--- config.mk ---
export PLATFORM = sky130hd
export DESIGN_NAME = bps_scheduler
export DESIGN_NICKNAME = d
export VERILOG_FILES = /design/src/include/bps_pkg.sv /design/src/include/bps_reg_if.sv /design/src/core/bps_i2c_target.sv /design/src/core/bps_minute_tick.sv /design/src/core/bps_scheduler.sv
export SDC_FILE = /design/constraint.sdc
export NUM_CORES = 1
export LEC_CHECK = 0
export ABC_CLOCK_PERIOD_IN_PS = 6000
export BUFFER_PORTS_ARGS = -buffer_cell sky130_fd_sc_hd__buf_4
export CAP_MARGIN = 0
export CORE_MARGIN = 2
export CORE_UTILIZATION = 35
export CTS_BUF_LIST = sky130_fd_sc_hd__clkbuf_16
export DETAILED_ROUTE_END_ITERATION = 12
export PLACE_DENSITY = 0.5
export SETUP_SLACK_MARGIN = 0.3
export SLEW_MARGIN = 40
export SYNTH_ARGS = -nofsm -noshare
export SYNTH_HDL_FRONTEND = slang
export SYNTH_HIERARCHICAL = 1
export SYNTH_SLANG_ARGS = --single-unit
--- constraint.sdc ---
create_clock -name sys_clk -period 6 [get_ports sys_clk]
set_input_delay 0.3 -clock sys_clk [delete_from_list [all_inputs] [get_ports sys_clk]]
set_output_delay 0.3 -clock sys_clk [all_outputs]
set_load 0.01 [all_outputs]
--- src/include/bps_pkg.sv ---
package bps_pkg;
  // Target address on the two-wire bus
  localparam logic [6:0] I2C_ADDR      = 7'h6B;
  // Register offsets
  localparam logic [7:0] OFS_SEL       = 8'h19;
  localparam logic [7:0] OFS_DUR       = 8'h1A;
  localparam logic [7:0] OFS_PER       = 8'h1B;
  localparam logic [7:0] OFS_CNT       = 8'h1C;
  localparam logic [7:0] OFS_RUN       = 8'h1D;
  // Values after reset
  localparam logic [7:0] RST_SEL       = 8'h00;
  localparam logic [7:0] RST_DUR       = 8'h01;
  localparam logic [7:0] RST_PER       = 8'h02;
  localparam logic [7:0] RST_CNT       = 8'h01;
  localparam logic [7:0] RST_RUN       = 8'h00;
  // Encodings and limits
  localparam logic [7:0] SEL_BASIC     = 8'h00;
  localparam logic [7:0] SEL_EVENT     = 8'h01;
  localparam logic [7:0] RUN_OFF       = 8'h00;
  localparam logic [7:0] RUN_ON        = 8'h01;
  localparam logic [7:0] VAL_MIN       = 8'h01;
  localparam logic [7:0] DUR_MAX       = 8'hFE;
  localparam logic [7:0] VAL_MAX       = 8'hFF;
  localparam logic [7:0] CNT_UNLIMITED = 8'hFF;
  // Timing: clock rate, one second, seconds per minute
  localparam int         CLK_HZ        = 100_000_000;
  localparam int         SECOND_S      = 1;
  localparam int         MINUTE_S      = 60;
  localparam int         CYC_PER_SEC   = CLK_HZ * SECOND_S;
endpackage : bps_pkg

--- src/include/bps_reg_if.sv ---
interface bps_reg_if;
  logic       wr_stb;
  logic [7:0] wr_addr;
  logic [7:0] wr_data;
  logic [7:0] rd_addr;
  logic [7:0] rd_data;

  modport target (output wr_stb, output wr_addr, output wr_data,
                  output rd_addr, input rd_data);
  modport regs   (input wr_stb, input wr_addr, input wr_data,
                  input rd_addr, output rd_data);
endinterface : bps_reg_if

--- src/core/bps_i2c_target.sv ---
module bps_i2c_target (
  input  wire logic  sys_clk,
  input  wire logic  sys_rst,
  input  wire logic  scl_in,
  input  wire logic  sda_in,
  output logic       sda_out,
  output logic       sda_oe,
  bps_reg_if.target  bus
);
  typedef enum logic [2:0] {
    BPS_IDLE = 3'b000,
    BPS_ADDR = 3'b001,
    BPS_PTR  = 3'b010,
    BPS_WDAT = 3'b011,
    BPS_RDAT = 3'b100
  } bps_i2c_st_t;

  bps_i2c_st_t st_ff;
  logic       scl_ff, sda_ff, ack_ff, done_ff, rw_ff, nack_ff, oe_ff;
  logic       wr_ff;
  logic [2:0] cnt_ff;
  logic [7:0] sh_ff, ptr_ff, waddr_ff, wdata_ff;

  wire rise  = scl_in && !scl_ff;
  wire fall  = !scl_in && scl_ff;
  wire start = scl_in && scl_ff && sda_ff && !sda_in;
  wire stop  = scl_in && scl_ff && !sda_ff && sda_in;
  wire rx    = (st_ff != BPS_IDLE) && (st_ff != BPS_RDAT);
  wire match = (sh_ff[7:1] == bps_pkg::I2C_ADDR);

  always_ff @(posedge sys_clk)
  begin
    scl_ff <= scl_in;
    sda_ff <= sda_in;
  end

  // multi byte writes
  // Address byte, pointer byte, then data bytes with auto increment
  always_ff @(posedge sys_clk)
  begin
    wr_ff <= 1'b0;
    if (sys_rst || stop)
    begin
      st_ff   <= BPS_IDLE;
      ack_ff  <= 1'b0;
      done_ff <= 1'b0;
      oe_ff   <= 1'b0;
      cnt_ff  <= 3'h0;
      if (sys_rst)
      begin
        ptr_ff   <= 8'h00;
        rw_ff    <= 1'b0;
        nack_ff  <= 1'b0;
        sh_ff    <= 8'h00;
        waddr_ff <= 8'h00;
        wdata_ff <= 8'h00;
      end
    end
    else if (start)
    begin
      st_ff   <= BPS_ADDR;
      ack_ff  <= 1'b0;
      done_ff <= 1'b0;
      oe_ff   <= 1'b0;
      cnt_ff  <= 3'h0;
    end
    else if (rise && st_ff != BPS_IDLE)
    begin
      if (ack_ff)
        nack_ff <= sda_in;
      else
      begin
        if (rx)
          sh_ff <= {sh_ff[6:0], sda_in};
        cnt_ff  <= cnt_ff + 3'h1;
        done_ff <= (cnt_ff == 3'h7);
      end
    end
    else if (fall && done_ff)
    begin
      done_ff <= 1'b0;
      ack_ff  <= 1'b1;
      oe_ff   <= rx && (st_ff != BPS_ADDR || match);
      unique case (st_ff)
        BPS_ADDR:
        begin
          rw_ff <= sh_ff[0];
          if (!match)
            st_ff <= BPS_IDLE;
        end
        BPS_PTR:  ptr_ff <= sh_ff;
        BPS_WDAT:
        begin
          wr_ff    <= 1'b1;
          waddr_ff <= ptr_ff;
          wdata_ff <= sh_ff;
          ptr_ff   <= ptr_ff + 8'h01;
        end
        BPS_RDAT: ptr_ff <= ptr_ff + 8'h01;
        BPS_IDLE: ack_ff <= 1'b0;
      endcase
    end
    else if (fall && ack_ff)
    begin
      ack_ff <= 1'b0;
      oe_ff  <= 1'b0;
      if (st_ff == BPS_ADDR)
        st_ff <= rw_ff ? BPS_RDAT : BPS_PTR;
      else if (st_ff == BPS_PTR)
        st_ff <= BPS_WDAT;
      // Controller's not-acknowledge ends a read burst
      if ((st_ff == BPS_ADDR && rw_ff) || (st_ff == BPS_RDAT && !nack_ff))
      begin
        sh_ff <= bus.rd_data;
        oe_ff <= !bus.rd_data[7];
      end
      else if (st_ff == BPS_RDAT)
        st_ff <= BPS_IDLE;
    end
    else if (fall && st_ff == BPS_RDAT)
    begin
      sh_ff <= {sh_ff[6:0], 1'b0};
      oe_ff <= !sh_ff[6];
    end
  end

  assign sda_out     = 1'b0;
  assign sda_oe      = oe_ff;
  assign bus.wr_stb  = wr_ff;
  assign bus.wr_addr = waddr_ff;
  assign bus.wr_data = wdata_ff;
  assign bus.rd_addr = ptr_ff;
endmodule : bps_i2c_target

--- src/core/bps_minute_tick.sv ---
module bps_minute_tick #(
  parameter int CYC_PER_SEC = bps_pkg::CYC_PER_SEC
) (
  input  wire logic sys_clk,
  input  wire logic sys_rst,
  output logic      minute_tick
);
  localparam int SW = $clog2(CYC_PER_SEC);
  localparam logic [SW-1:0] SEC_LAST = SW'(CYC_PER_SEC - 1);
  localparam logic [5:0]    MIN_LAST = 6'(bps_pkg::MINUTE_S - 1);

  logic [SW-1:0] cyc_ff;
  logic [5:0]    sec_ff;
  logic          tick_ff;

  wire           sec_wrap = (cyc_ff == SEC_LAST);
  wire           min_wrap = sec_wrap && (sec_ff == MIN_LAST);
  wire [SW-1:0]  nxt_cyc  = sec_wrap ? '0 : cyc_ff + SW'(1);
  wire [5:0]     nxt_sec  = min_wrap ? 6'h00
                          : (sec_wrap ? sec_ff + 6'h01 : sec_ff);

  // free running
  // Never gated by run or by the calendar; only reset stops it
  always_ff @(posedge sys_clk)
  begin
    if (sys_rst)
    begin
      cyc_ff  <= '0;
      sec_ff  <= 6'h00;
      tick_ff <= 1'b0;
    end
    else
    begin
      cyc_ff  <= nxt_cyc;
      sec_ff  <= nxt_sec;
      tick_ff <= min_wrap;
    end
  end

  assign minute_tick = tick_ff;
endmodule : bps_minute_tick

--- src/core/bps_scheduler.sv ---
module bps_scheduler #(
  parameter int CYC_PER_SEC = bps_pkg::CYC_PER_SEC
) (
  input  wire logic sys_clk,
  input  wire logic sys_rst,
  input  wire logic i2c_scl,
  input  wire logic i2c_sda_in,
  output logic      i2c_sda_out,
  output logic      i2c_sda_oe,
  output logic      host_power_on,
  output logic      basic_sched_sel,
  output logic      event_sched_sel,
  output logic      sched_running
);
  function automatic logic bps_in_range(input logic [7:0] v,
                                        input logic [7:0] lo,
                                        input logic [7:0] hi);
    bps_in_range = (v >= lo) && (v <= hi);
  endfunction : bps_in_range

  bps_reg_if reg_bus ();

  logic       minute_tick;
  logic [7:0] sel_ff, dur_ff, per_ff, cnt_ff;
  logic       run_ff, pwr_ff;
  logic [7:0] rem_dur_ff, rem_per_ff, rem_cnt_ff;

  bps_i2c_target u_target (
    .sys_clk (sys_clk),
    .sys_rst (sys_rst),
    .scl_in  (i2c_scl),
    .sda_in  (i2c_sda_in),
    .sda_out (i2c_sda_out),
    .sda_oe  (i2c_sda_oe),
    .bus     (reg_bus)
  );

  bps_minute_tick #(
    .CYC_PER_SEC (CYC_PER_SEC)
  ) u_tick (
    .sys_clk     (sys_clk),
    .sys_rst     (sys_rst),
    .minute_tick (minute_tick)
  );

  // Write decode
  wire [7:0] wd     = reg_bus.wr_data;
  wire       wr_sel = reg_bus.wr_stb && (reg_bus.wr_addr == bps_pkg::OFS_SEL);
  wire       wr_dur = reg_bus.wr_stb && (reg_bus.wr_addr == bps_pkg::OFS_DUR);
  wire       wr_per = reg_bus.wr_stb && (reg_bus.wr_addr == bps_pkg::OFS_PER);
  wire       wr_cnt = reg_bus.wr_stb && (reg_bus.wr_addr == bps_pkg::OFS_CNT);
  wire       wr_run = reg_bus.wr_stb && (reg_bus.wr_addr == bps_pkg::OFS_RUN);

  // locked while running
  // Selector is locked too, so the running scheduler cannot be swapped
  wire sel_ok = !run_ff && bps_in_range(wd, bps_pkg::SEL_BASIC,
                                        bps_pkg::SEL_EVENT);
  wire dur_ok = !run_ff && bps_in_range(wd, bps_pkg::VAL_MIN,
                                        bps_pkg::DUR_MAX);
  wire per_ok = !run_ff && bps_in_range(wd, bps_pkg::VAL_MIN,
                                        bps_pkg::VAL_MAX);
  wire cnt_ok = !run_ff && bps_in_range(wd, bps_pkg::VAL_MIN,
                                        bps_pkg::VAL_MAX);

  // one selection
  // A single stored code drives both selects, so they cannot overlap
  wire basic_sel = (sel_ff == bps_pkg::SEL_BASIC);

  // run values
  // Start only when the basic scheduler owns the host
  wire start_wr = wr_run && (wd == bps_pkg::RUN_ON) && !run_ff && basic_sel;
  wire stop_wr  = wr_run && (wd == bps_pkg::RUN_OFF);

  wire run_tick  = run_ff && minute_tick;
  wire dur_end   = run_tick && (rem_dur_ff == 8'h01);
  wire per_end   = run_tick && (rem_per_ff == 8'h01);
  wire unlimited = (rem_cnt_ff == bps_pkg::CNT_UNLIMITED);
  wire last_done = dur_end && !unlimited && (rem_cnt_ff == 8'h01);
  wire halt      = stop_wr || last_done;
  wire restart   = per_end && !halt;

  wire nxt_run = start_wr ? 1'b1 : (halt ? 1'b0 : run_ff);
  wire nxt_pwr = start_wr ? 1'b1
               : halt     ? 1'b0
               : restart  ? 1'b1
               : dur_end  ? 1'b0 : pwr_ff;

  wire [7:0] nxt_rem_dur = (start_wr || restart) ? dur_ff
                         : (run_tick && rem_dur_ff != 8'h00)
                           ? rem_dur_ff - 8'h01 : rem_dur_ff;
  wire [7:0] nxt_rem_per = (start_wr || restart) ? per_ff
                         : run_tick ? rem_per_ff - 8'h01 : rem_per_ff;
  wire [7:0] nxt_rem_cnt = start_wr ? cnt_ff
                         : (dur_end && !unlimited)
                           ? rem_cnt_ff - 8'h01 : rem_cnt_ff;

  wire [7:0] nxt_sel = (wr_sel && sel_ok) ? wd : sel_ff;
  wire [7:0] nxt_dur = (wr_dur && dur_ok) ? wd : dur_ff;
  wire [7:0] nxt_per = (wr_per && per_ok) ? wd : per_ff;
  wire [7:0] nxt_cnt = (wr_cnt && cnt_ok) ? wd : cnt_ff;

  always_ff @(posedge sys_clk)
  begin
    if (sys_rst)
    begin
      sel_ff <= bps_pkg::RST_SEL;
      dur_ff <= bps_pkg::RST_DUR;
      per_ff <= bps_pkg::RST_PER;
      cnt_ff <= bps_pkg::RST_CNT;
      run_ff <= bps_pkg::RST_RUN[0];
      pwr_ff <= 1'b0;
    end
    else
    begin
      sel_ff <= nxt_sel;
      dur_ff <= nxt_dur;
      per_ff <= nxt_per;
      cnt_ff <= nxt_cnt;
      run_ff <= nxt_run;
      pwr_ff <= nxt_pwr;
    end
  end

  always_ff @(posedge sys_clk)
  begin
    if (sys_rst)
    begin
      rem_dur_ff <= 8'h00;
      rem_per_ff <= 8'h00;
      rem_cnt_ff <= 8'h00;
    end
    else
    begin
      rem_dur_ff <= nxt_rem_dur;
      rem_per_ff <= nxt_rem_per;
      rem_cnt_ff <= nxt_rem_cnt;
    end
  end

  // live readback
  // Programmed values show again once the scheduler stops
  wire [7:0] ra      = reg_bus.rd_addr;
  wire [7:0] rd_dur  = run_ff ? rem_dur_ff : dur_ff;
  wire [7:0] rd_per  = run_ff ? rem_per_ff : per_ff;
  wire [7:0] rd_cnt  = run_ff ? rem_cnt_ff : cnt_ff;
  wire [7:0] rd_run  = run_ff ? bps_pkg::RUN_ON : bps_pkg::RUN_OFF;
  assign reg_bus.rd_data = (ra == bps_pkg::OFS_SEL) ? sel_ff
                         : (ra == bps_pkg::OFS_DUR) ? rd_dur
                         : (ra == bps_pkg::OFS_PER) ? rd_per
                         : (ra == bps_pkg::OFS_CNT) ? rd_cnt
                         : (ra == bps_pkg::OFS_RUN) ? rd_run : 8'h00;

  assign host_power_on   = pwr_ff;
  assign basic_sched_sel = basic_sel;
  assign event_sched_sel = (sel_ff == bps_pkg::SEL_EVENT);
  assign sched_running   = run_ff;

  sel_exclusive_a:
    assert property (@(posedge sys_clk) disable iff (sys_rst)
      !(basic_sched_sel && event_sched_sel))
    else $error("both schedulers selected");

  sel_decode_a:
    assert property (@(posedge sys_clk) disable iff (sys_rst)
      (wr_sel && !run_ff && wd == 8'h01) |=> event_sched_sel && !basic_sel)
    else $error("select 0x01 did not pick the event scheduler");

  power_edge_a:
    assert property (@(posedge sys_clk) disable iff (sys_rst)
      $rose(host_power_on) |-> $past(start_wr || minute_tick))
    else $error("power-on away from a minute boundary");

  start_now_a:
    assert property (@(posedge sys_clk) disable iff (sys_rst)
      start_wr |=> host_power_on && sched_running && rem_dur_ff == dur_ff)
    else $error("run write did not start at once");

  dur_off_a:
    assert property (@(posedge sys_clk) disable iff (sys_rst)
      (dur_end && !per_end) |=> !host_power_on ##1 $stable(host_power_on))
    else $error("host not off at end of on-duration");

  period_on_a:
    assert property (@(posedge sys_clk) disable iff (sys_rst)
      restart |=> host_power_on && rem_per_ff == per_ff)
    else $error("period end did not restart the host");

  locked_regs_a:
    assert property (@(posedge sys_clk) disable iff (sys_rst)
      (run_ff && reg_bus.wr_stb) |=> $stable(dur_ff) && $stable(per_ff)
        && $stable(cnt_ff) && $stable(sel_ff))
    else $error("register changed while running");

  dur_range_a:
    assert property (@(posedge sys_clk) disable iff (sys_rst)
      dur_ff >= 8'h01 && dur_ff <= 8'hFE && per_ff != 8'h00
        && cnt_ff != 8'h00)
    else $error("programmed value out of range");

  last_stop_a:
    assert property (@(posedge sys_clk) disable iff (sys_rst)
      last_done |=> !sched_running && !host_power_on ##1 !host_power_on)
    else $error("scheduler did not idle after last cycle");

  unlimited_keep_a:
    assert property (@(posedge sys_clk) disable iff (sys_rst)
      (run_ff && unlimited && !stop_wr) |=> run_ff && rem_cnt_ff == 8'hFF)
    else $error("unlimited count changed or stopped");

  count_down_a:
    assert property (@(posedge sys_clk) disable iff (sys_rst)
      (dur_end && !unlimited && !halt)
        |=> rem_cnt_ff == $past(rem_cnt_ff) - 8'h01)
    else $error("remaining count did not decrease");

  run_value_a:
    assert property (@(posedge sys_clk) disable iff (sys_rst)
      (wr_run && wd > 8'h01 && !last_done) |=> run_ff == $past(run_ff))
    else $error("illegal run value was taken");

  dur_reset_a:
    assert property (@(posedge sys_clk) disable iff (sys_rst)
      $fell(sys_rst) |-> dur_ff == 8'h01)
    else $error("on-duration reset value wrong");

  per_reset_a:
    assert property (@(posedge sys_clk) disable iff (sys_rst)
      $fell(sys_rst) |-> per_ff == 8'h02)
    else $error("period reset value wrong");

  cnt_reset_a:
    assert property (@(posedge sys_clk) disable iff (sys_rst)
      $fell(sys_rst) |-> cnt_ff == 8'h01)
    else $error("repeat count reset value wrong");

  run_reset_a:
    assert property (@(posedge sys_clk) disable iff (sys_rst)
      $fell(sys_rst) |-> !sched_running && sel_ff == 8'h00)
    else $error("run or select reset value wrong");

  stop_now_a:
    assert property (@(posedge sys_clk) disable iff (sys_rst)
      stop_wr |=> !sched_running && !host_power_on)
    else $error("run clear did not stop the host");

  dur_write_a:
    assert property (@(posedge sys_clk) disable iff (sys_rst)
      (wr_dur && !run_ff && wd >= 8'h01 && wd <= 8'hFE)
        |=> dur_ff == $past(wd))
    else $error("legal on-duration not stored");

  dur_refuse_a:
    assert property (@(posedge sys_clk) disable iff (sys_rst)
      (wr_dur && (wd == 8'h00 || wd == 8'hFF)) |=> $stable(dur_ff))
    else $error("illegal on-duration stored");

  per_write_a:
    assert property (@(posedge sys_clk) disable iff (sys_rst)
      (wr_per && !run_ff && wd != 8'h00) |=> per_ff == $past(wd))
    else $error("legal period not stored");

  per_refuse_a:
    assert property (@(posedge sys_clk) disable iff (sys_rst)
      (wr_per && wd == 8'h00) |=> $stable(per_ff))
    else $error("zero period stored");

  cnt_write_a:
    assert property (@(posedge sys_clk) disable iff (sys_rst)
      (wr_cnt && !run_ff && wd != 8'h00) |=> cnt_ff == $past(wd))
    else $error("legal repeat count not stored");

  cnt_refuse_a:
    assert property (@(posedge sys_clk) disable iff (sys_rst)
      (wr_cnt && wd == 8'h00) |=> $stable(cnt_ff))
    else $error("zero repeat count stored");

  sel_refuse_a:
    assert property (@(posedge sys_clk) disable iff (sys_rst)
      (wr_sel && wd > 8'h01) |=> $stable(sel_ff))
    else $error("illegal select value stored");

  dur_down_a:
    assert property (@(posedge sys_clk) disable iff (sys_rst)
      (run_tick && rem_dur_ff > 8'h01 && !restart && !halt)
        |=> rem_dur_ff == $past(rem_dur_ff) - 8'h01)
    else $error("remaining on-duration did not count down");

  per_down_a:
    assert property (@(posedge sys_clk) disable iff (sys_rst)
      (run_tick && !per_end && !halt)
        |=> rem_per_ff == $past(rem_per_ff) - 8'h01)
    else $error("remaining period did not count down");

  rem_hold_a:
    assert property (@(posedge sys_clk) disable iff (sys_rst)
      (run_ff && !minute_tick && !stop_wr) |=> $stable(rem_dur_ff)
        && $stable(rem_per_ff) && $stable(host_power_on))
    else $error("timed action away from a minute boundary");

  cnt_load_a:
    assert property (@(posedge sys_clk) disable iff (sys_rst)
      start_wr |=> rem_cnt_ff == $past(cnt_ff))
    else $error("repeat count not loaded at start");

  idle_off_a:
    assert property (@(posedge sys_clk) disable iff (sys_rst)
      !sched_running |-> !host_power_on)
    else $error("host powered while scheduler idle");

  start_refuse_a:
    assert property (@(posedge sys_clk) disable iff (sys_rst)
      (wr_run && wd == 8'h01 && sel_ff == 8'h01) |=> !sched_running)
    else $error("basic scheduler ran while event selected");

  on_hold_a:
    assert property (@(posedge sys_clk) disable iff (sys_rst)
      (run_ff && host_power_on && rem_dur_ff > 8'h01 && !stop_wr)
        |=> host_power_on)
    else $error("host dropped before on-duration ended");
endmodule : bps_scheduler

==> qor.txt, run 1 <==
Slew @ Worst Pin: 0.793 ns
Crit start category: flop
Die Y: 152 um
CTS H-Tree Depth: 4
Critical Path RT: 6.30 ns
Fmax: 351 MHz
Ys flop type: dfxtp_1
Leading area contributor after synthesis: dfxtp_1
Asr flop ratio synth: 0%
Worst path cell trace: or4_1 > nor3_1 > a22oi_1 > a31oi_1 > a211oi_1 > a2111oi_0 > nor4_1
Critical Path Fanout Max: 7
IO Port Bufs: 8
Ports: 10
RSZ-0062 raised after global routing: false
All-Layer GR Usage: 17.3%
Final Cycle Share: 47.4%
PD cells: 256 nW/um^2
Register bit count reported by yosys: 138
Post-DR vias/cell: 5.61
Routed WL: 19800 um
CTS max path bufs: 2
Initial antenna violation count: 0
Post-route ant nets: 0
CP peak stage delay: 0.61 ns
Area grow syn2layout: 10.9%
GR Overflow Total: 0
Clock latency on the worst-skew pair: 0.42 ns
CTS Root Cell: clkbuf_16
Place WS: 3.10 ns
Total CTS buffers: 17
Final Setup Violations: 0
Layout filler cell count: 2114
Post-CTS sizing: 0
Final Max Tran Viols: 0
Count leader, synth: dfxtp_1
Starting Density: 35.4%
Hold Path Class: input port to flop
Leak Pwr: 2.81 nW
Largest net degree at the start of global routing: 52
Seq/Total Area, Yosys: 40.4%
Drt drc: 0
Top-area cell type share of the netlist area: 27.1%
Clock Sinks: 138
Core area: 21700 sq um
Synth cell count leaders: dfxtp_1 (104), nor2_1 (77), nand2_1 (58)
WS Path Type: flop to flop
GPL Wtd Cong: 0.799
DR vias: 6183
Mapped Cells: 821
CP max-delay cell: or4_1
Syn. warnings: 6
Nets@finish: 825
Post-CTS setup buffer count: 0
Status: finished clean
Die W: 152 um
CTS tree: yes
Pre-Repair DR Iteration Count: 5
Cell Rows: 54
Final Hold Fails: 0
Hold_buf cts: 0
Top cells by area, synth: dfxtp_1 (27%), edfxtp_1 (13%), mux2i_1 (4.2%)
R2R setup slack: 3.15 ns
Post-Syn Nets: 837
Dpl hpwl: 13800 um
Layout cell share with drive strength beyond 1: 13.3%
Crit path DAT: 3.14 ns
Setup WS post-layout: 3.15 ns
Clk slew on worst S/H paths: 0.06 ns
Clock skew: 0.0114 ns
Ant diodes: 0
Synthesized area per cell: 9.36 sq um
Avg WL per Cell: 18.0 um
First-pass GRT wire length: 32300 um
Die area: 23200 sq um
Final hold slack: 0.0436 ns
Vias in the first global route: 5834
Initial DRC count: 385
Synth cell types: 90
Post-synth EDFFs: 34
Peak VDD IR: 0.181 mV
Crit end category: flop
Post-layout min period: 2.85 ns
Setup tns final: 0 ns
Worst rel slew slack: 46.7%
Max Cap Viol: 0
Synth Cell Area: 7690 sq um
[cells in the final DEF, fill, tap and decap left out, drive strengths merged, types with 12 or more instances in the layout]
cell	instances
mux2	17
a21oi	37
a2111oi	12
a211oi	20
dfxtp	104
or3	14
o21ai	14
nand4	13
a31oi	13
clkbuf	17
ha	12
xor2	13
nor2	78
nand3	40
nand2	58
inv	33
nor4	14
nor3	20
mux2i	32
buf	16
and2	25
xnor2	13
or4	19
edfxtp	34
[area by class of cell]
type | instances | area (sq um) | area share, %
clock inverter | 15 | 175 | 2.05
inverter | 26 | 97.6 | 1.14
multi-input combinational | 610 | 4260 | 49.9
clock buffer | 17 | 425 | 4.99
tap | 280 | 350 | 4.11
sequential | 138 | 3100 | 36.4
timing repair buffer | 16 | 120 | 1.41
[worst max-delay path, delay by kind of cell (launching register included)]
kind / cells / cell delay (ns)
AND/OR/NAND/NOR: 3 / 1.30
flip-flops: 1 / 0.45
AO/OA/AOI/OAI: 4 / 0.99
[power breakdown]
part           total, mW  switching, mW  internal, mW  leakage (nW)
Combinational     0.0873         0.0526        0.0347          1.33
Sequential          1.02         0.0399         0.983          1.18
Clock               1.07          0.415         0.654         0.291
[per-stage QoR]
| stage | utilization, % | instances | total power, mW | area [sq um] |
|---|---|---|---|---|
| detailed placement | 36.5 | 1070 | 1.13 | 7920 |
| CTS | 39.3 | 1102 | 2.21 | 8520 |
| global route | 39.3 | 1102 | 2.27 | 8530 |
| floorplan | - | 821 | 1.10 | 7690 |
| global placement | 36.5 | 1070 | 1.13 | 7910 |
| finish | 39.3 | 1102 | 2.18 | 8530 |
[flip-flops by register name (all words and copies together), names as in the netlist, 3 cells and up]
name,count
dur_ff,8
u_target/st_ff,3
sel_ff,8
u_tick/sec_ff,6
per_ff,8
u_target/bus.rd_addr,8
u_target/bus.wr_addr,8
u_target/sh_ff,8
u_target/cnt_ff,3
rem_per_ff,8
u_target/bus.wr_data,8
u_tick/cyc_ff,27
rem_cnt_ff,8
cnt_ff,8
rem_dur_ff,8
[metal layers]
| layer | track usage (%) | vias to the layer above | share of wire (%) |
|---|---|---|---|
| li1 | - | 3065 | - |
| met1 | 24.5 | 2997 | 50 |
| met2 | 26.6 | 98 | 45 |
| met3 | 3.58 | 23 | 3.3 |
| met4 | 5.47 | 0 | 1.8 |
| met5 | 0 | - | 0 |
[cell families after synthesis]
| group | count (synthesis) | share of synthesized area (%) |
|---|---|---|
| and+or+nand+nor | 357 | 27.3 |
| AOI/OAI and AO/OA | 165 | 16.0 |
| DFF | 138 | 40.4 |
| buffers and inverters | 73 | 4.77 |
| muxes | 49 | 6.66 |
| xor gates and xnor gates | 26 | 2.96 |
| adders and majority gates | 12 | 1.95 |
| other | 1 | 0.0488 |
[final timing paths]
check / startpoint / to / cells after the start
max: u_target/bus.rd_addr[5] / u_target/sda_oe / 7
min: i2c_sda_in / u_target/sda_ff / 1
max reg2reg: u_target/bus.rd_addr[5] / u_target/sda_oe / 7
min reg2reg: u_tick/cyc_ff[0] / u_tick/cyc_ff[0] / 1
Power figures use the tool's default switching activity.
==> run 2: changes to the inputs <==
--- a/config.mk
+++ b/config.mk
@@ -5,7 +5,7 @@
 export SDC_FILE = /design/constraint.sdc
 export NUM_CORES = 1
 export LEC_CHECK = 0
-export ABC_CLOCK_PERIOD_IN_PS = 6000
+export ABC_CLOCK_PERIOD_IN_PS = 2900
 export BUFFER_PORTS_ARGS = -buffer_cell sky130_fd_sc_hd__buf_4
 export CAP_MARGIN = 0
 export CORE_MARGIN = 2
==> constraint.sdc (replaced) <==
create_clock -name sys_clk -period 2.9 [get_ports sys_clk]
set_input_delay 0.145 -clock sys_clk [delete_from_list [all_inputs] [get_ports sys_clk]]
set_output_delay 0.145 -clock sys_clk [all_outputs]
set_load 0.01 [all_outputs]
==> qor.txt, run 2 (synthesized netlist as in run 1, its figures left out) <==
Status: finished clean
Core area: 21700 sq um
CP peak stage delay: 0.57 ns
CTS H-Tree Depth: 4
Worst path cell trace: or4_4 > or3_4 > o22a_4 > a21o_4 > buf_12 > a31o_1
Worst hold path startpoint: i2c_sda_in
Die area: 23200 sq um
Hold Path End: u_target/sda_ff
Critical Path Fanout Max: 16
Starting Density: 35.4%
Gr busiest metal: met2
CTS Root Cell: clkbuf_16
Layout filler cell count: 2125
Clock Sinks: 138
Dpl hpwl: 14400 um
Top reg by flops: u_tick/cyc_ff
Die W: 152 um
Vias in the first global route: 5943
Area grow syn2layout: 13.0%
Pre-Repair DR Iteration Count: 5
Crit end category: flop
Worst rel slew slack: 54.2%
Critical Path RT: 3.22 ns
Global Route met3 Usage: 3.13%
Initial antenna violation count: 0
Peak VDD IR: 0.371 mV
Reg-to-Reg Start: u_target/bus.wr_data[5]
Crit start category: flop
WHS Path Cells: 2
Final Setup Violations: 0
IO Port Bufs: 8
Initial DRC count: 543
Drt drc: 0
Clock latency on the worst-skew pair: 0.43 ns
Ant diodes: 0
CTS max path bufs: 2
Worst r2r dst: rem_dur_ff[0]
Fmax: 406 MHz
Total CTS buffers: 17
All-Layer GR Usage: 18.0%
Grt met2 use: 26.9%
Routed WL: 20700 um
Avg WL per Cell: 18.4 um
RSZ-0062 raised after global routing: false
Setup WS post-layout: 0.437 ns
WS Path Type: flop to flop
PD cells: 487 nW/um^2
Cell Rows: 54
Largest net degree at the start of global routing: 45
Place WS: 0.356 ns
Die Y: 152 um
Max reg flops: 27
GR Overflow Total: 0
Tot Pwr: 4.23 mW
GPL Wtd Cong: 0.807
Slew @ Worst Pin: 0.677 ns
CP max-delay cell: or4_4
Hold Path Class: input port to flop
First-pass GRT wire length: 33700 um
Final Cycle Share: 84.9%
R2R setup slack: 0.44 ns
Final Hold Fails: 0
Post-route ant nets: 0
Post-DR vias/cell: 5.55
CTS tree: yes
DR vias: 6264
Leak Pwr: 2.94 nW
Post-layout min period: 2.46 ns
Clk slew on worst S/H paths: 0.06 ns
Max Cap Viol: 0
Setup tns final: 0 ns
Commonest non-fill, non-tap cell in the layout: dfxtp_1
Final hold slack: 0.434 ns
Crit path DAT: 2.78 ns
Final Max Tran Viols: 0
Worst-case reg-to-reg path depth: 6
Layout cell share with drive strength beyond 1: 15.1%
Ports: 10
GR Util met1: 26.8%
Leading cell types in the layout, fill and taps excluded: dfxtp_1 (104), nor2_1 (77), nand2_1 (58), nand3_1 (38), buf_4 (38)
Final core occ: 40.1%
Clock skew: 0.0158 ns
Nets@finish: 853
[run 2: changes by cell type in the layout (fill, tap and decap cells not counted), moves of 2 or more]
cell           delta
buf_4            +22
inv_1             +5
clkinvlp_4        -4
inv_6             -4
buf_12            +3
clkinv_2          +3
dlygate4sd3_1     +3
bufinv_16         -2
[run 2: repair_timing]
action,CTS,global route
setup endpoints to repair,0,19
gates resized for setup,0,4
setup buffers,0,7
endpoints found under the hold margin,3,0
hold buffers,3,0
[run 2: cell type report]
class / count / area (sq um) / area share [%]
clock buffers: 17 / 425 / 4.90
repair buffers: 44 / 375 / 4.32
well taps: 280 / 350 / 4.03
clock inverters: 14 / 82.6 / 0.951
multi-input cells: 610 / 4250 / 49.0
inverters: 26 / 97.6 / 1.12
flip-flops and latches: 138 / 3100 / 35.7
[run 2: report_power, final]
part           internal, mW  total, mW  switching (mW)  leakage (nW)
clock                  1.13       1.92           0.788         0.284
sequential             2.03       2.12          0.0810          1.18
combinational        0.0802      0.194           0.114          1.47
[run 2: worst max-delay path: cells and delay by family, from the launching register on]
kind | cells | cell delay (ns)
simple gates | 2 | 0.98
buf+inv | 1 | 0.15
compound gates | 3 | 0.75
flops | 1 | 0.45
[run 2: worst max-delay path by stage]
stage / depth (start not counted) / slack (ns) / end / from
6_report: 6 / 0.44 / rem_dur_ff[0] / u_target/bus.wr_data[5]
5_1_grt: 6 / 0.36 / rem_cnt_ff[7] / rem_dur_ff[4]
4_1_cts: 5 / 0.34 / rem_dur_ff[7] / u_target/bus.wr_data[5]
3_5_place_dp: 5 / 0.36 / rem_dur_ff[7] / u_target/bus.wr_data[5]
3_3_place_gp: 5 / 0.40 / rem_dur_ff[1] / u_target/bus.wr_data[5]
2_1_floorplan: 7 / 0.45 / u_target/sda_oe / u_target/bus.rd_addr[5]
[run 2: stage by stage]
step	area, sq um	instances
floorplan	7690	821
global placement	8050	1088
detailed placement	8050	1088
CTS	8590	1122
global route	8690	1129
finish	8690	1129
[run 2: metal layers]
layer / up-vias / share of wire, %
li1: 3118 / -
met5: - / 0
met4: 0 / 1.2
met2: 114 / 45
met1: 3013 / 51
met3: 19 / 3.2
==> run 3: changes to the inputs <==
--- a/config.mk
+++ b/config.mk
@@ -5,14 +5,15 @@
 export SDC_FILE = /design/constraint.sdc
 export NUM_CORES = 1
 export LEC_CHECK = 0
-export ABC_CLOCK_PERIOD_IN_PS = 2900
+export ABC_AREA = 1
+export ABC_CLOCK_PERIOD_IN_PS = 2100
 export BUFFER_PORTS_ARGS = -buffer_cell sky130_fd_sc_hd__buf_4
 export CAP_MARGIN = 0
 export CORE_MARGIN = 2
 export CORE_UTILIZATION = 35
 export CTS_BUF_LIST = sky130_fd_sc_hd__clkbuf_16
 export DETAILED_ROUTE_END_ITERATION = 12
-export PLACE_DENSITY = 0.5
+export PLACE_DENSITY = 0.52
 export SETUP_SLACK_MARGIN = 0.3
 export SLEW_MARGIN = 40
 export SYNTH_ARGS = -nofsm -noshare
==> constraint.sdc (replaced) <==
create_clock -name sys_clk -period 2.1 [get_ports sys_clk]
set_input_delay 0.105 -clock sys_clk [delete_from_list [all_inputs] [get_ports sys_clk]]
set_output_delay 0.105 -clock sys_clk [all_outputs]
set_load 0.01 [all_outputs]
==> qor.txt, run 3 <==
Max Cap Viol: 0
Clock latency on the worst-skew pair: 0.43 ns
Vias in the first global route: 6960
Die Y: 154 um
Synth Cell Area: 7900 sq um
Leading area contributor after synthesis: dfxtp_1
CTS max path bufs: 2
Post-DR vias/cell: 4.93
Clock skew: 0.0138 ns
Max reg flops: 27
Starting Density: 36.0%
Post-Syn Nets: 1136
Peak VDD IR: 0.478 mV
Final hold slack: 0.0508 ns
Crit start category: flop
First-pass GRT wire length: 35200 um
Die W: 154 um
WS Path Type: flop to flop
Total CTS buffers: 17
Post-synthesis simple-gate area fraction: 34.4%
GR Overflow Total: 0
Largest net degree at the start of global routing: 29
Post-Synth XOR/XNOR Area: 2.66%
Top reg by flops: u_tick/cyc_ff
Drt drc: 0
Top cells by area, synth: dfxtp_1 (26%), edfxtp_1 (13%), nand2_1 (11%)
Cell Rows: 54
Final Setup Violations: 0
Nets@finish: 1200
Area grow syn2layout: 21.0%
Layout filler cell count: 2208
Final Cycle Share: 86.0%
Fmax: 554 MHz
Clk slew on worst S/H paths: 0.07 ns
Sequential share of power: 44.9%
Synth cell types: 43
Layout cell share with drive strength beyond 1: 18.5%
Hold Path Class: input port to flop
Initial DRC count: 557
Leading cell types in the layout, fill and taps excluded: nand2_1 (209), nor2_1 (171), inv_1 (138), dfxtp_1 (100), nand3_1 (75)
Status: finished clean
IO Port Bufs: 8
Crit end category: flop
Mapped Cells: 1120
Dpl hpwl: 16000 um
Internal: 4.83 mW
Net Sw Frac: 23.1%
Mux cell area share after synthesis: 0%
Count leader, synth: nand2_1
Combinational Power Share: 4.8%
Clk pwr share: 50.3%
CTS Root Cell: clkbuf_16
Post-synth EDFFs: 34
Synthesized area per cell: 7.05 sq um
Slew @ Worst Pin: 0.714 ns
Syn. warnings: 6
Seq/Total Area, Yosys: 39.3%
PD cells: 657 nW/um^2
DR vias: 7288
Synth cell count leaders: nand2_1 (221), nor2_1 (184), inv_1 (148)
Post-layout min period: 1.81 ns
Leak Pwr: 3.95 nW
Ant diodes: 0
Die area: 23800 sq um
Crit path DAT: 2.12 ns
All-Layer GR Usage: 18.6%
Final Max Tran Viols: 0
CTS H-Tree Depth: 4
Setup tns final: 0 ns
Sw Pwr: 1.45 mW
Initial antenna violation count: 0
Largest family of logic cells by synthesized area: simple AND/OR/NAND/NOR gates
Asr flop ratio synth: 0%
GPL Wtd Cong: 0.901
Final Hold Fails: 0
Pre-Repair DR Iteration Count: 5
Avg WL per Cell: 14.8 um
Ys flop type: dfxtp_1
Clock Sinks: 138
Routed WL: 21900 um
Compound-cell area share of the yosys netlist: 11.7%
Worst rel slew slack: 52.3%
RSZ-0062 raised after global routing: true
Post-route ant nets: 0
Core area: 22000 sq um
Critical Path Fanout Max: 7
Register bit count reported by yosys: 138
CTS tree: yes
Commonest non-fill, non-tap cell in the layout: nand2_1
Ports: 10
Critical Path RT: 2.41 ns
Adder-cell share of the synthesized area: 1.90%
Top-area cell type share of the netlist area: 26.4%
run 3: changes by cell type after synthesis, sizes merged, moves of 14 or more:
cell    previous run  this run
mux2i             32         0
mux2              17         0
a21oi             37        61
and2              25         0
a211oi            20         3
inv               26       156
o21ai             14        66
nand3             40        83
or4               19         0
nand4             13        35
nand2             58       231
clkbuf            24         8
nor2              78       209
or3               14         0
run 3: area by class of cell:
cell class | count | area, sq um | area share (%)
well taps | 280 | 350 | 3.66
clock inverters | 14 | 166 | 1.74
inverters | 156 | 591 | 6.18
flip-flops and latches | 138 | 3110 | 32.5
clock buffers | 18 | 450 | 4.71
multi-input cells | 799 | 4290 | 44.8
repair buffers | 72 | 606 | 6.33
run 3: per-stage QoR:
step                area [sq um]  utilization (%)  total power [mW]  cells  setup slack [ns]
finish                      9560             43.5              6.28   1477             0.293
floorplan                   7910                -              3.04   1120             0.372
global placement            8420             38.3              3.14   1416            0.0524
detailed placement          8420             38.3              3.14   1416            0.0432
CTS                         9160             41.7              6.31   1459             0.231
global route                9560             43.5              6.51   1477             0.122
run 3: worst paths after layout:
| kind | slack (ns) | start | cells past startpoint | endpoint |
|---|---|---|---|---|
| setup / recovery | 0.29 | u_target/bus.wr_data[0] | 11 | rem_per_ff[7] |
| hold / removal | 0.05 | sys_rst | 2 | rem_cnt_ff[5] |
| setup reg to reg | 0.29 | u_target/bus.wr_data[0] | 11 | rem_per_ff[7] |
| hold reg to reg | 0.47 | u_tick/cyc_ff[0] | 1 | u_tick/cyc_ff[0] |
run 3: what timing repair did:
| item | 4_1_cts | 5_1_grt |
|---|---|---|
| cloned | 0 | 4 |
| hold buffers | 2 | 0 |
| pin swaps | 4 | 33 |
| resized for setup | 13 | 79 |
| setup buffers | 9 | 14 |
| hold endpoints to repair | 2 | 0 |
| endpoints found under the setup margin | 33 | 75 |
run 3: per-layer routing:
metal / vias up / track usage, % / wire (um)
met5: - / 0 / 0
met3: 27 / 4.43 / 1040
met1: 3324 / 24.8 / 10600
li1: 3787 / - / -
met2: 150 / 29.9 / 9850
met4: 0 / 5.52 / 388
run 3: cell families (layout without fill, tap and decap cells):
kind of cell,count (synthesis),in the layout
compound gates,164,164
simple gates,595,598
flops,138,138
fa+ha+maj,12,12
buf+inv,186,260
other cells,1,1
xor+xnor,24,24
run 3: power by group through the flow:
stage / logic, mW / registers [mW] / clock network [mW]
2_1_floorplan: 0.167 / 2.87 / 0
6_report: 0.302 / 2.82 / 3.16
3_3_place_gp: 0.259 / 2.88 / 0
4_1_cts: 0.276 / 2.82 / 3.22
5_1_grt: 0.334 / 2.82 / 3.35
3_5_place_dp: 0.260 / 2.88 / 0
run 3: worst max-delay path, cell delays in order, from the launching register on:
cell	delay (ns)
edfxtp_1	0.50
nor2_1	0.15
nand2_2	0.08
nor2_4	0.16
nand3_4	0.11
nand3_4	0.22
buf_6	0.16
nand2_8	0.07
nand2_1	0.06
nand2_1	0.05
nor2_1	0.09
nor2_1	0.04
